==> src/core/sers_consts.vh <==
// Constants for the supply enable and reset sequencer.
// Assumes a 100 MHz core clock standing in for the internal RC oscillator.
`ifndef SERS_CONSTS_VH
`define SERS_CONSTS_VH
`define SERS_CLK_MHZ 100
`define SERS_BLANK_US 150
`define SERS_BLANK_CYC (`SERS_BLANK_US * `SERS_CLK_MHZ)
`define SERS_BLANK_W 15
// Last count of the blanking window, one below SERS_BLANK_CYC, sized for the counter.
`define SERS_BLANK_LAST 15'h3a97
`define SERS_LEVEL_W 4
`define SERS_UV_W 3
`define SERS_TARGET_W 7
`define SERS_LEVEL_RST 4'h0
`define SERS_UV_RST 3'h0
`define SERS_UV_OFF 3'h0
`define SERS_TARGET_RST 7'h00
`define SERS_ST_RESET 2'h0
`define SERS_ST_BLANK 2'h1
`define SERS_ST_RUN 2'h2
`endif

==> src/core/sers_sequencer.v <==
// Supply enable, chip reset and gate-drive undervoltage lockout sequencing.
// Assumes all inputs synchronous to core_clk; rst is the power-on reset monitor output.
`timescale 1ns/1ps
`include "sers_consts.vh"

module sers_sequencer (
  input wire core_clk,
  input wire rst,
  input wire clk_en,
  input wire wake_input_one,
  input wire wake_input_two,
  input wire cfg_wr,
  input wire [`SERS_LEVEL_W-1:0] cfg_level,
  input wire [`SERS_UV_W-1:0] cfg_uv_level,
  input wire cfg_keep_on,
  input wire cfg_boost_en,
  input wire [`SERS_TARGET_W-1:0] cfg_target,
  input wire gate_supply_low_raw,
  output reg core_supply_en,
  output reg chip_in_reset,
  output reg uv_blank_active,
  output reg gate_supply_uv,
  output reg booster_run,
  output reg [`SERS_LEVEL_W-1:0] gate_supply_level_sel,
  output reg [`SERS_UV_W-1:0] gate_supply_uv_level,
  output reg core_supply_keep_on,
  output reg [`SERS_TARGET_W-1:0] boost_target_level
);

  ////////////////////////////////////////////////////////////////////////////
  // State codes, registers and the conditions that steer them.

  localparam [1:0] ST_RESET = `SERS_ST_RESET;
  localparam [1:0] ST_BLANK = `SERS_ST_BLANK;
  localparam [1:0] ST_RUN = `SERS_ST_RUN;

  reg [1:0] state_q;
  reg [1:0] state_d;
  reg [`SERS_BLANK_W-1:0] blank_cnt_q;
  reg [`SERS_BLANK_W-1:0] blank_cnt_d;
  reg boost_en_q;
  reg boost_en_d;
  reg core_supply_en_d;
  reg chip_in_reset_d;
  reg uv_blank_active_d;
  reg gate_supply_uv_d;
  reg booster_run_d;
  reg [`SERS_LEVEL_W-1:0] level_d;
  reg [`SERS_UV_W-1:0] uv_level_d;
  reg keep_on_d;
  reg [`SERS_TARGET_W-1:0] target_d;
  wire wake_any;
  wire stay_on;
  wire uv_hit;
  wire in_reset_st;
  wire in_blank_st;
  wire in_run_st;
  wire awake_st;
  wire blank_last;
  wire cfg_take;

  assign wake_any = wake_input_one | wake_input_two;
  assign stay_on = wake_any | core_supply_keep_on;
  // The comparator itself resolves the threshold against the level; zero means off.
  assign uv_hit = gate_supply_low_raw & (gate_supply_uv_level != `SERS_UV_OFF);
  assign in_reset_st = (state_q == ST_RESET);
  assign in_blank_st = (state_q == ST_BLANK);
  assign in_run_st = (state_q == ST_RUN);
  assign awake_st = in_blank_st | in_run_st;
  assign blank_last = (blank_cnt_q == `SERS_BLANK_LAST);
  // Writes are refused in reset and on the edge at which the chip drops back into it.
  assign cfg_take = awake_st & stay_on & cfg_wr;

  ////////////////////////////////////////////////////////////////////////////
  // Sequencing state machine.

  always @* begin
    state_d = state_q;
    case (state_q)
      ST_RESET: begin
        if (wake_any) begin
          state_d = ST_BLANK;
        end
      end
      ST_BLANK: begin
        if (!stay_on) begin
          state_d = ST_RESET;
        end else if (blank_last) begin
          state_d = ST_RUN;
        end
      end
      ST_RUN: begin
        if (!stay_on) begin
          state_d = ST_RESET;
        end
      end
      default: begin
        state_d = ST_RESET;
      end
    endcase
  end

  always @(posedge core_clk or posedge rst) begin
    if (rst) begin
      state_q <= ST_RESET;
    end else if (clk_en) begin
      state_q <= state_d;
    end
  end

  ////////////////////////////////////////////////////////////////////////////
  // Undervoltage blanking window.

  // Counting cycles, not time, so the window scales with the oscillator. The count
  // holds at its last value so that a long stay in the run state cannot wrap it.
  always @* begin
    blank_cnt_d = blank_cnt_q;
    if (in_reset_st) begin
      blank_cnt_d = {`SERS_BLANK_W{1'b0}};
    end else if (in_blank_st && stay_on && !blank_last) begin
      blank_cnt_d = blank_cnt_q + 1'b1;
    end
  end

  always @(posedge core_clk or posedge rst) begin
    if (rst) begin
      blank_cnt_q <= {`SERS_BLANK_W{1'b0}};
    end else if (clk_en) begin
      blank_cnt_q <= blank_cnt_d;
    end
  end

  always @* begin
    uv_blank_active_d = (state_d != ST_RUN);
  end

  always @(posedge core_clk or posedge rst) begin
    if (rst) begin
      uv_blank_active <= 1'b1;
    end else if (clk_en) begin
      uv_blank_active <= uv_blank_active_d;
    end
  end

  ////////////////////////////////////////////////////////////////////////////
  // Core supply and chip reset.

  always @* begin
    chip_in_reset_d = (state_d == ST_RESET);
  end

  always @(posedge core_clk or posedge rst) begin
    if (rst) begin
      chip_in_reset <= 1'b1;
    end else if (clk_en) begin
      chip_in_reset <= chip_in_reset_d;
    end
  end

  // The regulator follows the state directly, so it is never on while the chip is held.
  always @* begin
    core_supply_en_d = (state_d != ST_RESET);
  end

  always @(posedge core_clk or posedge rst) begin
    if (rst) begin
      core_supply_en <= 1'b0;
    end else if (clk_en) begin
      core_supply_en <= core_supply_en_d;
    end
  end

  ////////////////////////////////////////////////////////////////////////////
  // Gate-drive undervoltage lockout and booster enable.

  // The flag also drops on the way into reset, so that it never outlives the gate
  // drive that it protects.
  always @* begin
    gate_supply_uv_d = 1'b0;
    if (in_run_st && stay_on) begin
      gate_supply_uv_d = uv_hit;
    end
  end

  always @(posedge core_clk or posedge rst) begin
    if (rst) begin
      gate_supply_uv <= 1'b0;
    end else if (clk_en) begin
      gate_supply_uv <= gate_supply_uv_d;
    end
  end

  // During blanking the booster may run on an unproven gate supply; that is the price
  // of reaching normal mode before the supply has settled.
  always @* begin
    booster_run_d = 1'b0;
    if (awake_st && stay_on) begin
      if (in_run_st) begin
        booster_run_d = boost_en_q & ~uv_hit;
      end else begin
        booster_run_d = boost_en_q;
      end
    end
  end

  always @(posedge core_clk or posedge rst) begin
    if (rst) begin
      booster_run <= 1'b0;
    end else if (clk_en) begin
      booster_run <= booster_run_d;
    end
  end

  ////////////////////////////////////////////////////////////////////////////
  // Software settings. Each is reloaded with its default on every edge spent in
  // reset, so that a wake always starts from a clean state.

  always @* begin
    level_d = gate_supply_level_sel;
    if (in_reset_st) begin
      level_d = `SERS_LEVEL_RST;
    end else if (cfg_take) begin
      level_d = cfg_level;
    end
  end

  always @(posedge core_clk or posedge rst) begin
    if (rst) begin
      gate_supply_level_sel <= `SERS_LEVEL_RST;
    end else if (clk_en) begin
      gate_supply_level_sel <= level_d;
    end
  end

  always @* begin
    uv_level_d = gate_supply_uv_level;
    if (in_reset_st) begin
      uv_level_d = `SERS_UV_RST;
    end else if (cfg_take) begin
      uv_level_d = cfg_uv_level;
    end
  end

  always @(posedge core_clk or posedge rst) begin
    if (rst) begin
      gate_supply_uv_level <= `SERS_UV_RST;
    end else if (clk_en) begin
      gate_supply_uv_level <= uv_level_d;
    end
  end

  always @* begin
    keep_on_d = core_supply_keep_on;
    if (in_reset_st) begin
      keep_on_d = 1'b0;
    end else if (cfg_take) begin
      keep_on_d = cfg_keep_on;
    end
  end

  always @(posedge core_clk or posedge rst) begin
    if (rst) begin
      core_supply_keep_on <= 1'b0;
    end else if (clk_en) begin
      core_supply_keep_on <= keep_on_d;
    end
  end

  always @* begin
    boost_en_d = boost_en_q;
    if (in_reset_st) begin
      boost_en_d = 1'b0;
    end else if (cfg_take) begin
      boost_en_d = cfg_boost_en;
    end
  end

  always @(posedge core_clk or posedge rst) begin
    if (rst) begin
      boost_en_q <= 1'b0;
    end else if (clk_en) begin
      boost_en_q <= boost_en_d;
    end
  end

  always @* begin
    target_d = boost_target_level;
    if (in_reset_st) begin
      target_d = `SERS_TARGET_RST;
    end else if (cfg_take) begin
      target_d = cfg_target;
    end
  end

  always @(posedge core_clk or posedge rst) begin
    if (rst) begin
      boost_target_level <= `SERS_TARGET_RST;
    end else if (clk_en) begin
      boost_target_level <= target_d;
    end
  end

endmodule // sers_sequencer

==> config.mk <==
export PLATFORM = sky130hd
export DESIGN_NAME = sers_sequencer
export DESIGN_NICKNAME = d
export VERILOG_FILES = /design/src/core/sers_sequencer.v
export VERILOG_INCLUDE_DIRS = /design/src /design/src/core
export SDC_FILE = /design/constraint.sdc
export NUM_CORES = 1
export LEC_CHECK = 0
export BUFFER_PORTS_ARGS = -buffer_cell sky130_fd_sc_hd__buf_2
export CAP_MARGIN = 10
export CORE_UTILIZATION = 45
export DETAILED_ROUTE_END_ITERATION = 8
export GPL_TIMING_DRIVEN = 0
export PLACE_DENSITY = 0.75
export REMOVE_ABC_BUFFERS = 1
export SETUP_SLACK_MARGIN = 0.15
export SYNTH_ARGS = -nofsm -noshare
export SYNTH_HDL_FRONTEND = slang
export SYNTH_SLANG_ARGS = --single-unit
==> constraint.sdc <==
create_clock -name core_clk -period 2.9 [get_ports core_clk]
set_input_delay 0.58 -clock core_clk [delete_from_list [all_inputs] [get_ports core_clk]]
set_output_delay 0.58 -clock core_clk [all_outputs]
set_load 0.05 [all_outputs]
==> impl_metrics.tcl, run 1 <==
set metrics [dict create \
    outcome "complete, no violations" \
    avgViaCountPerCell 5.35 \
    grt_pass1_vias 1426 \
    synth_compound_area_share_pct 16.9 \
    num-fill-cells 358 \
    cts_setup_buffers 0 \
    place_hpwl_um 2590 \
    ys_ff_latch 38 \
    cts_buffer_depth 2 \
    antenna_found_initial 0 \
    setup_tns_ps 0 \
    finalHoldViolations 0 \
    final_common_cell "buf_2" \
    synthXorXnorAreaFrac_pct 2.73 \
    die_h_um 67.4 \
    muxShareOfSynthArea_pct 1.17 \
    final_cell_mix "42 x buf_2, 36 x dfrtp_1, 26 x nand2_1, 17 x nand2b_1, 16 x o21ai_0" \
    fp.coreArea_um2 4060 \
    clock_sinks 38 \
    ctsHtreeMaxLevel 2 \
    final-seq-area_um2 953 \
    grt_max_degree 39 \
    initial_utilization_pct 47.4 \
    antenna_cells 0 \
    hp-class "input pin to asynchronous set/reset pin" \
    syn_to_final_growth_pct 16.9 \
    vias 1540 \
    slew_violations 0 \
    io_buffers 42 \
    skew_ps 1.55 \
    crit_path_max_incr_delay_ps 590 \
    cts_hold_buf 0 \
    drive_above_1_share_pct 26.9 \
    worst_setup_path_start_kind "flip-flop" \
    yosysWarnings 0 \
    max-cap-violations 0 \
    vdd.ir_drop.worst_v 0.000757 \
    multi_input_area_um2 911 \
    drc 0 \
    rows 23 \
    syn_area_um2 1920 \
    synthSimpleGateAreaFrac_pct 23.1 \
    synth_fa_ha_area_share_pct 3.25 \
    relSlewSlack_pct 47.7 \
    fin_crit_ps 2330 \
    worst_pin_slew_ps 784 \
    arrival_ps 2570 \
    grt_first_pass_wirelength_um 6380 \
    synth_edf_count 0 \
    synth_top_family_by_area "simple AND/OR/NAND/NOR gates" \
    finalSetupViolations 0 \
    clock.fmax_mhz 430 \
    ant_nets 0 \
    first_pass_iters 4 \
    finalWirelength_um 3740 \
    crit_type "flip-flop to flip-flop" \
    die_w_um 67.4 \
    seq_area_frac_synth_pct 49.5 \
    pwr_density_cell_nw_per_um2 966 \
    gr-total-overflow 0 \
    grt.total_usage_pct 19.2 \
    io_pins 43 \
    worstPathRequired_ps 3140 \
    leakage_nw 1.07 \
    rsz0062_at_grt "no" \
    cts_tree "yes" \
    total_power_w 0.00217 \
    cts-resized-gates 0 \
    crit_slowest_cell "or4_4" \
    async_reset_ff_share_pct 100 \
    cp-end-kind "flip-flop" \
    numCtsBuffers 5 \
    crit_chain "or4b_4 > or4_4 > a21oi_2 > nand2b_1 > mux2_2" \
    worstSkewPairLatency_ps 290 \
    postSynthCellCount 198 \
    min_period_over_period_pct 80.2 \
    clk_pin_slew_ps 70 \
    yosysUniqueCellTypes 39 \
    gp_congestion 0.800 \
    avgRoutedWirePerCell_um 13.0 \
    path_max_fanout 11 \
    dieArea_um2 4540 \
    fin_nets 266 \
    syn_avg_cell_area_um2 9.72 \
    initialDrtViolationCount 70 \
    synth_ff_type "dfrtp_1" \
    ctsRootBufferMaster "clkbuf_8" \
]
[kinds of logic (layout without fill, tap and decap cells)]
family | count (synthesis) | after routing
AO/OA/AOI/OAI | 50 | 50
XOR/XNOR | 6 | 6
adder cells (fa/ha/maj) | 5 | 5
buffers and inverters | 15 | 55
flip-flops | 38 | 38
multiplexers | 2 | 2
AND/OR/NAND/NOR | 82 | 82
[sequential cells by signal, indices dropped and copies added, names as in the netlist, 2 cells and up]
| name | count |
|---|---|
| blank_cnt_q | 15 |
| boost_target_level | 7 |
| gate_supply_level_sel | 4 |
| gate_supply_uv_level | 3 |
| state_q | 2 |
[worst max-delay path, delay by kind of cell (launching register included)]
family / cells / cell delay (ps)
compound gates: 1 / 390
flops: 1 / 430
mux: 1 / 150
simple gates: 3 / 1310
[synthesized netlist by cell type, types with 2 or more instances]
cell type,number,area [um^2]
a21oi_2,6,52.6
inv_1,5,18.8
ha_1,5,62.6
and3_1,5,31.3
or3_1,6,37.5
o21ai_0,16,80.1
o21ai_1,10,50.1
and2_1,4,25.0
dfstp_2,2,52.6
nand2_1,26,97.6
xnor2_1,2,17.5
dfrtp_1,36,901
a21oi_1,3,15.0
nand3_1,3,15.0
nand4_1,5,31.3
clkbuf_1,9,33.8
nand2b_1,17,106
nor2_1,9,33.8
mux2_2,2,22.5
o2bb2ai_1,3,26.3
and4_1,2,17.5
a31oi_1,2,12.5
xor2_1,4,35.0
[metal layers]
layer,global-route usage [%],wire (um),up-vias
met5,0,0,-
met4,6.38,65,0
met3,7.60,217,8
met2,29.0,1610,40
met1,25.0,1850,717
li1,-,-,775
[metrics by stage]
stage	hold WS [ps]	cells	setup WS, ps	instance area [um^2]	utilization (%)
after floorplan	450	188	305	1880	-
after global placement	457	280	-177	2150	53.0
after detailed placement	472	281	594	2170	53.5
after CTS	453	288	574	2250	55.4
after global routing	500	288	494	2250	55.4
final	422	288	574	2250	55.4
[area by class of cell]
cell class / count / area share, %
Inverter: 5 / 0.834
Clock inverter: 2 / 0.445
Clock buffer: 5 / 3.06
Sequential cell: 38 / 42.4
Tap cell: 50 / 2.78
Timing Repair Buffer: 43 / 10.0
Multi-Input combinational cell: 145 / 40.5
[path summary, 6_finish.rpt]
| path | from | end | slack (ps) | cells after the start |
|---|---|---|---|---|
| max in group asynchronous | rst | gate_supply_uv$_DFFE_PP0P_ | 1970 | 2 |
| hold reg to reg | chip_in_reset$_DFFE_PP1P_ | chip_in_reset$_DFFE_PP1P_ | 480 | 1 |
| setup reg to reg | blank_cnt_q[8]$_DFFE_PP0P_ | blank_cnt_q[0]$_DFFE_PP0P_ | 570 | 5 |
| min in group core_clk | chip_in_reset$_DFFE_PP1P_ | chip_in_reset$_DFFE_PP1P_ | 480 | 1 |
| setup / recovery | blank_cnt_q[8]$_DFFE_PP0P_ | blank_cnt_q[0]$_DFFE_PP0P_ | 570 | 5 |
| hold / removal | rst | boost_target_level[2]$_DFFE_PP0P_ | 420 | 2 |
[power by group]
group	leakage (nW)	total [W]	switching, W	internal (W)
clock	0.0438	0.000347	0.000186	0.000161
combinational	0.529	0.00104	0.000759	0.000282
sequential	0.499	0.000785	0.0000948	0.000690
total	1.07	0.00217	0.00104	0.00113
(Power assumes the default switching activity.)
==> run 2, diff against run 1 <==
--- a/config.mk
+++ b/config.mk
@@ -6,6 +6,7 @@
 export SDC_FILE = /design/constraint.sdc
 export NUM_CORES = 1
 export LEC_CHECK = 0
+export ABC_AREA = 1
 export BUFFER_PORTS_ARGS = -buffer_cell sky130_fd_sc_hd__buf_2
 export CAP_MARGIN = 10
 export CORE_UTILIZATION = 45
==> constraint.sdc (replaced) <==
create_clock -name core_clk -period 2.3 [get_ports core_clk]
set_input_delay 0.46 -clock core_clk [delete_from_list [all_inputs] [get_ports core_clk]]
set_output_delay 0.46 -clock core_clk [all_outputs]
set_load 0.05 [all_outputs]
==> impl_metrics.tcl, run 2 <==
set metrics [dict create \
    outcome "complete, no violations" \
    synthSimpleGateAreaFrac_pct 27.5 \
    rows 24 \
    worst_setup_path_start_kind "flip-flop" \
    initial_utilization_pct 47.4 \
    worstRegToRegCells 7 \
    pwr_density_cell_nw_per_um2 1180 \
    syn_avg_cell_area_um2 7.76 \
    clock_sinks 38 \
    place_hpwl_um 3110 \
    synth_top_family_by_area "simple AND/OR/NAND/NOR gates" \
    min_period_over_period_pct 84.4 \
    grt.total_usage_pct 19.5 \
    finalWirelength_um 4380 \
    relSlewSlack_pct 47.7 \
    grt_first_pass_wirelength_um 7650 \
    cp-endpoint "gate_supply_level_sel[1]$_DFFE_PP0P_" \
    yosysMostFrequentCell "nand2_1" \
    cts_buffer_depth 2 \
    dieArea_um2 4930 \
    fin_nets 341 \
    antenna_found_initial 0 \
    drive_above_1_share_pct 21.3 \
    yosysUniqueCellTypes 25 \
    r2r_slack_ps 360 \
    synth_top_area_share_pct 43.0 \
    muxShareOfSynthArea_pct 0 \
    avgViaCountPerCell 5.11 \
    seq_area_frac_synth_pct 45.5 \
    vdd.ir_drop.worst_v 0.000895 \
    synth.largest_area_cell "dfrtp_1" \
    synth_ff_type "dfrtp_1" \
    hp-class "input pin to asynchronous set/reset pin" \
    synth_compound_area_share_pct 11.4 \
    worst_pin_slew_ps 784 \
    num-fill-cells 388 \
    timing.rr.start "state_q[0]$_DFFE_PP0P_" \
    gr-total-overflow 0 \
    rsz0062_at_grt "no" \
    io_pins 43 \
    async_reset_ff_share_pct 100 \
    cts_tree "yes" \
    clock.fmax_mhz 515 \
    skew_ps 6.49 \
    syn_area_um2 2090 \
    ctsRootBufferMaster "clkbuf_8" \
    synthXorXnorAreaFrac_pct 2.93 \
    ys_ff_latch 38 \
    ant_nets 0 \
    fin_crit_ps 1940 \
    worstPathRequired_ps 2510 \
    setup_tns_ps 0 \
    leakage_nw 1.19 \
    fin_util_pct 56.3 \
    yosysWarnings 0 \
    synth_edf_count 0 \
    rr_endpoint "gate_supply_level_sel[1]$_DFFE_PP0P_" \
    cp-startpoint "state_q[0]$_DFFE_PP0P_" \
    largest_reg_flops 15 \
    grt_max_degree 39 \
    grt_pass1_vias 1749 \
    ys_top_cells_by_area "dfrtp_1 43%, nand2_1 11%, nand3_1 8.4%" \
    fp.coreArea_um2 4410 \
    ctsHtreeMaxLevel 2 \
    die_h_um 70.2 \
    drc 0 \
    gp_congestion 0.893 \
    synth_fa_ha_area_share_pct 2.99 \
    yosys-top-cells-count "64 x nand2_1, 36 x dfrtp_1, 36 x inv_1, 35 x nand3_1, 25 x o21ai_0" \
    worstSkewPairLatency_ps 300 \
    finalHoldViolations 0 \
    final_cell_mix "64 x nand2_1, 42 x buf_2, 36 x dfrtp_1, 35 x inv_1, 35 x nand3_1" \
    top_regs "blank_cnt_q (15), boost_target_level (7), gate_supply_level_sel (4)" \
    initialDrtViolationCount 99 \
    syn_to_final_growth_pct 18.8 \
    path_max_fanout 30 \
    clk_pin_slew_ps 80 \
    avgRoutedWirePerCell_um 12.0 \
    largest_register "blank_cnt_q" \
    postSynthCellCount 270 \
    cp-end-kind "flip-flop" \
    slew_violations 0 \
    crit_type "flip-flop to flip-flop" \
    final_common_cell "nand2_1" \
    finalSetupViolations 0 \
    die_w_um 70.2 \
    arrival_ps 2150 \
    first_pass_iters 5 \
    numCtsBuffers 5 \
    antenna_cells 0 \
    vias 1869 \
    io_buffers 42 \
    max-cap-violations 0 \
]
run 2: changes by cell type after synthesis, sizes merged, moves of 5 or more:
cell    before  now
nand2       26   64
inv          5   38
nand3        3   35
nand2b      17    0
nor2         9   23
clkbuf       9    3
nor3         0    6
or3          6    0
a21oi        9    4
and3         5    0
buf          1    6
o21ai       26   31
run 2: report_power, final:
part	internal [W]	total, W	leakage, nW	switching [W]
clock	0.000434	0.000684	0.0683	0.000249
combinational	0.000303	0.00129	0.618	0.000982
sequential	0.000851	0.000970	0.507	0.000119
total	0.00159	0.00294	1.19	0.00135
run 2: cell type report:
type                       count  area (um^2)  share of cell area [%]
timing repair buffer          45          240                    9.66
tap                           52         65.1                    2.62
multi-input combinational    185          946                    38.0
clock buffer                   5         68.8                    2.77
sequential                    38          953                    38.3
clock inverter                 3         68.8                    2.77
inverter                      38          145                    5.83
run 2: worst min path at each step:
stage / to / slack (ps) / start / depth (start not counted)
after floorplan: blank_cnt_q[13]$_DFFE_PP0P_ / 490 / blank_cnt_q[13]$_DFFE_PP0P_ / 2
after global placement: chip_in_reset$_DFFE_PP1P_ / 460 / chip_in_reset$_DFFE_PP1P_ / 2
after detailed placement: chip_in_reset$_DFFE_PP1P_ / 480 / chip_in_reset$_DFFE_PP1P_ / 2
after CTS: blank_cnt_q[4]$_DFFE_PP0P_ / 330 / rst / 2
after global routing: gate_supply_level_sel[3]$_DFFE_PP0P_ / 370 / rst / 2
final: blank_cnt_q[10]$_DFFE_PP0P_ / 300 / rst / 2
run 2: metal layers:
layer / GRT usage [%] / vias to the layer above / share of wire (%)
met1: 24.9 / 849 / 46
li1: - / 953 / -
met5: 0 / - / 0
met2: 32.3 / 59 / 47
met4: 6.67 / 0 / 2.1
met3: 4.76 / 8 / 4.9
run 2: timing repair:
action / CTS / global route
pin swaps: 1 / 0
hold buffers: 0 / 0
buffers inserted: 2 / 0
endpoints found under the setup margin: 10 / 17
gates resized for setup: 0 / 1
cloned: 0 / 0
run 2: logic make-up (layout without fill, tap and decap cells):
| group | Yosys count | in the layout |
|---|---|---|
| AO/OA/AOI/OAI | 38 | 38 |
| AND/OR/NAND/NOR | 135 | 135 |
| flip-flops | 38 | 38 |
| XOR/XNOR | 7 | 7 |
| buffers and inverters | 47 | 91 |
| adder cells (fa/ha/maj) | 5 | 5 |
run 2: per-stage QoR:
step | std cells | cell area, um^2 | hold WS, ps | setup WS (ps) | total power (W)
after floorplan | 261 | 2040 | 486 | -99.2 | 0.00192
after global placement | 355 | 2310 | 456 | -836 | 0.00220
after detailed placement | 356 | 2330 | 479 | 78.3 | 0.00225
after CTS | 366 | 2480 | 326 | 197 | 0.00295
after global routing | 366 | 2490 | 367 | 216 | 0.00312
final | 366 | 2490 | 299 | 359 | 0.00294
run 2: worst max-delay path: stages, from the launching register on:
cell     delay (ps)
dfrtp_1         430
inv_1           120
ha_2            320
inv_2           260
a21oi_2         280
buf_8           210
nand3_1         100
o21ai_0         110
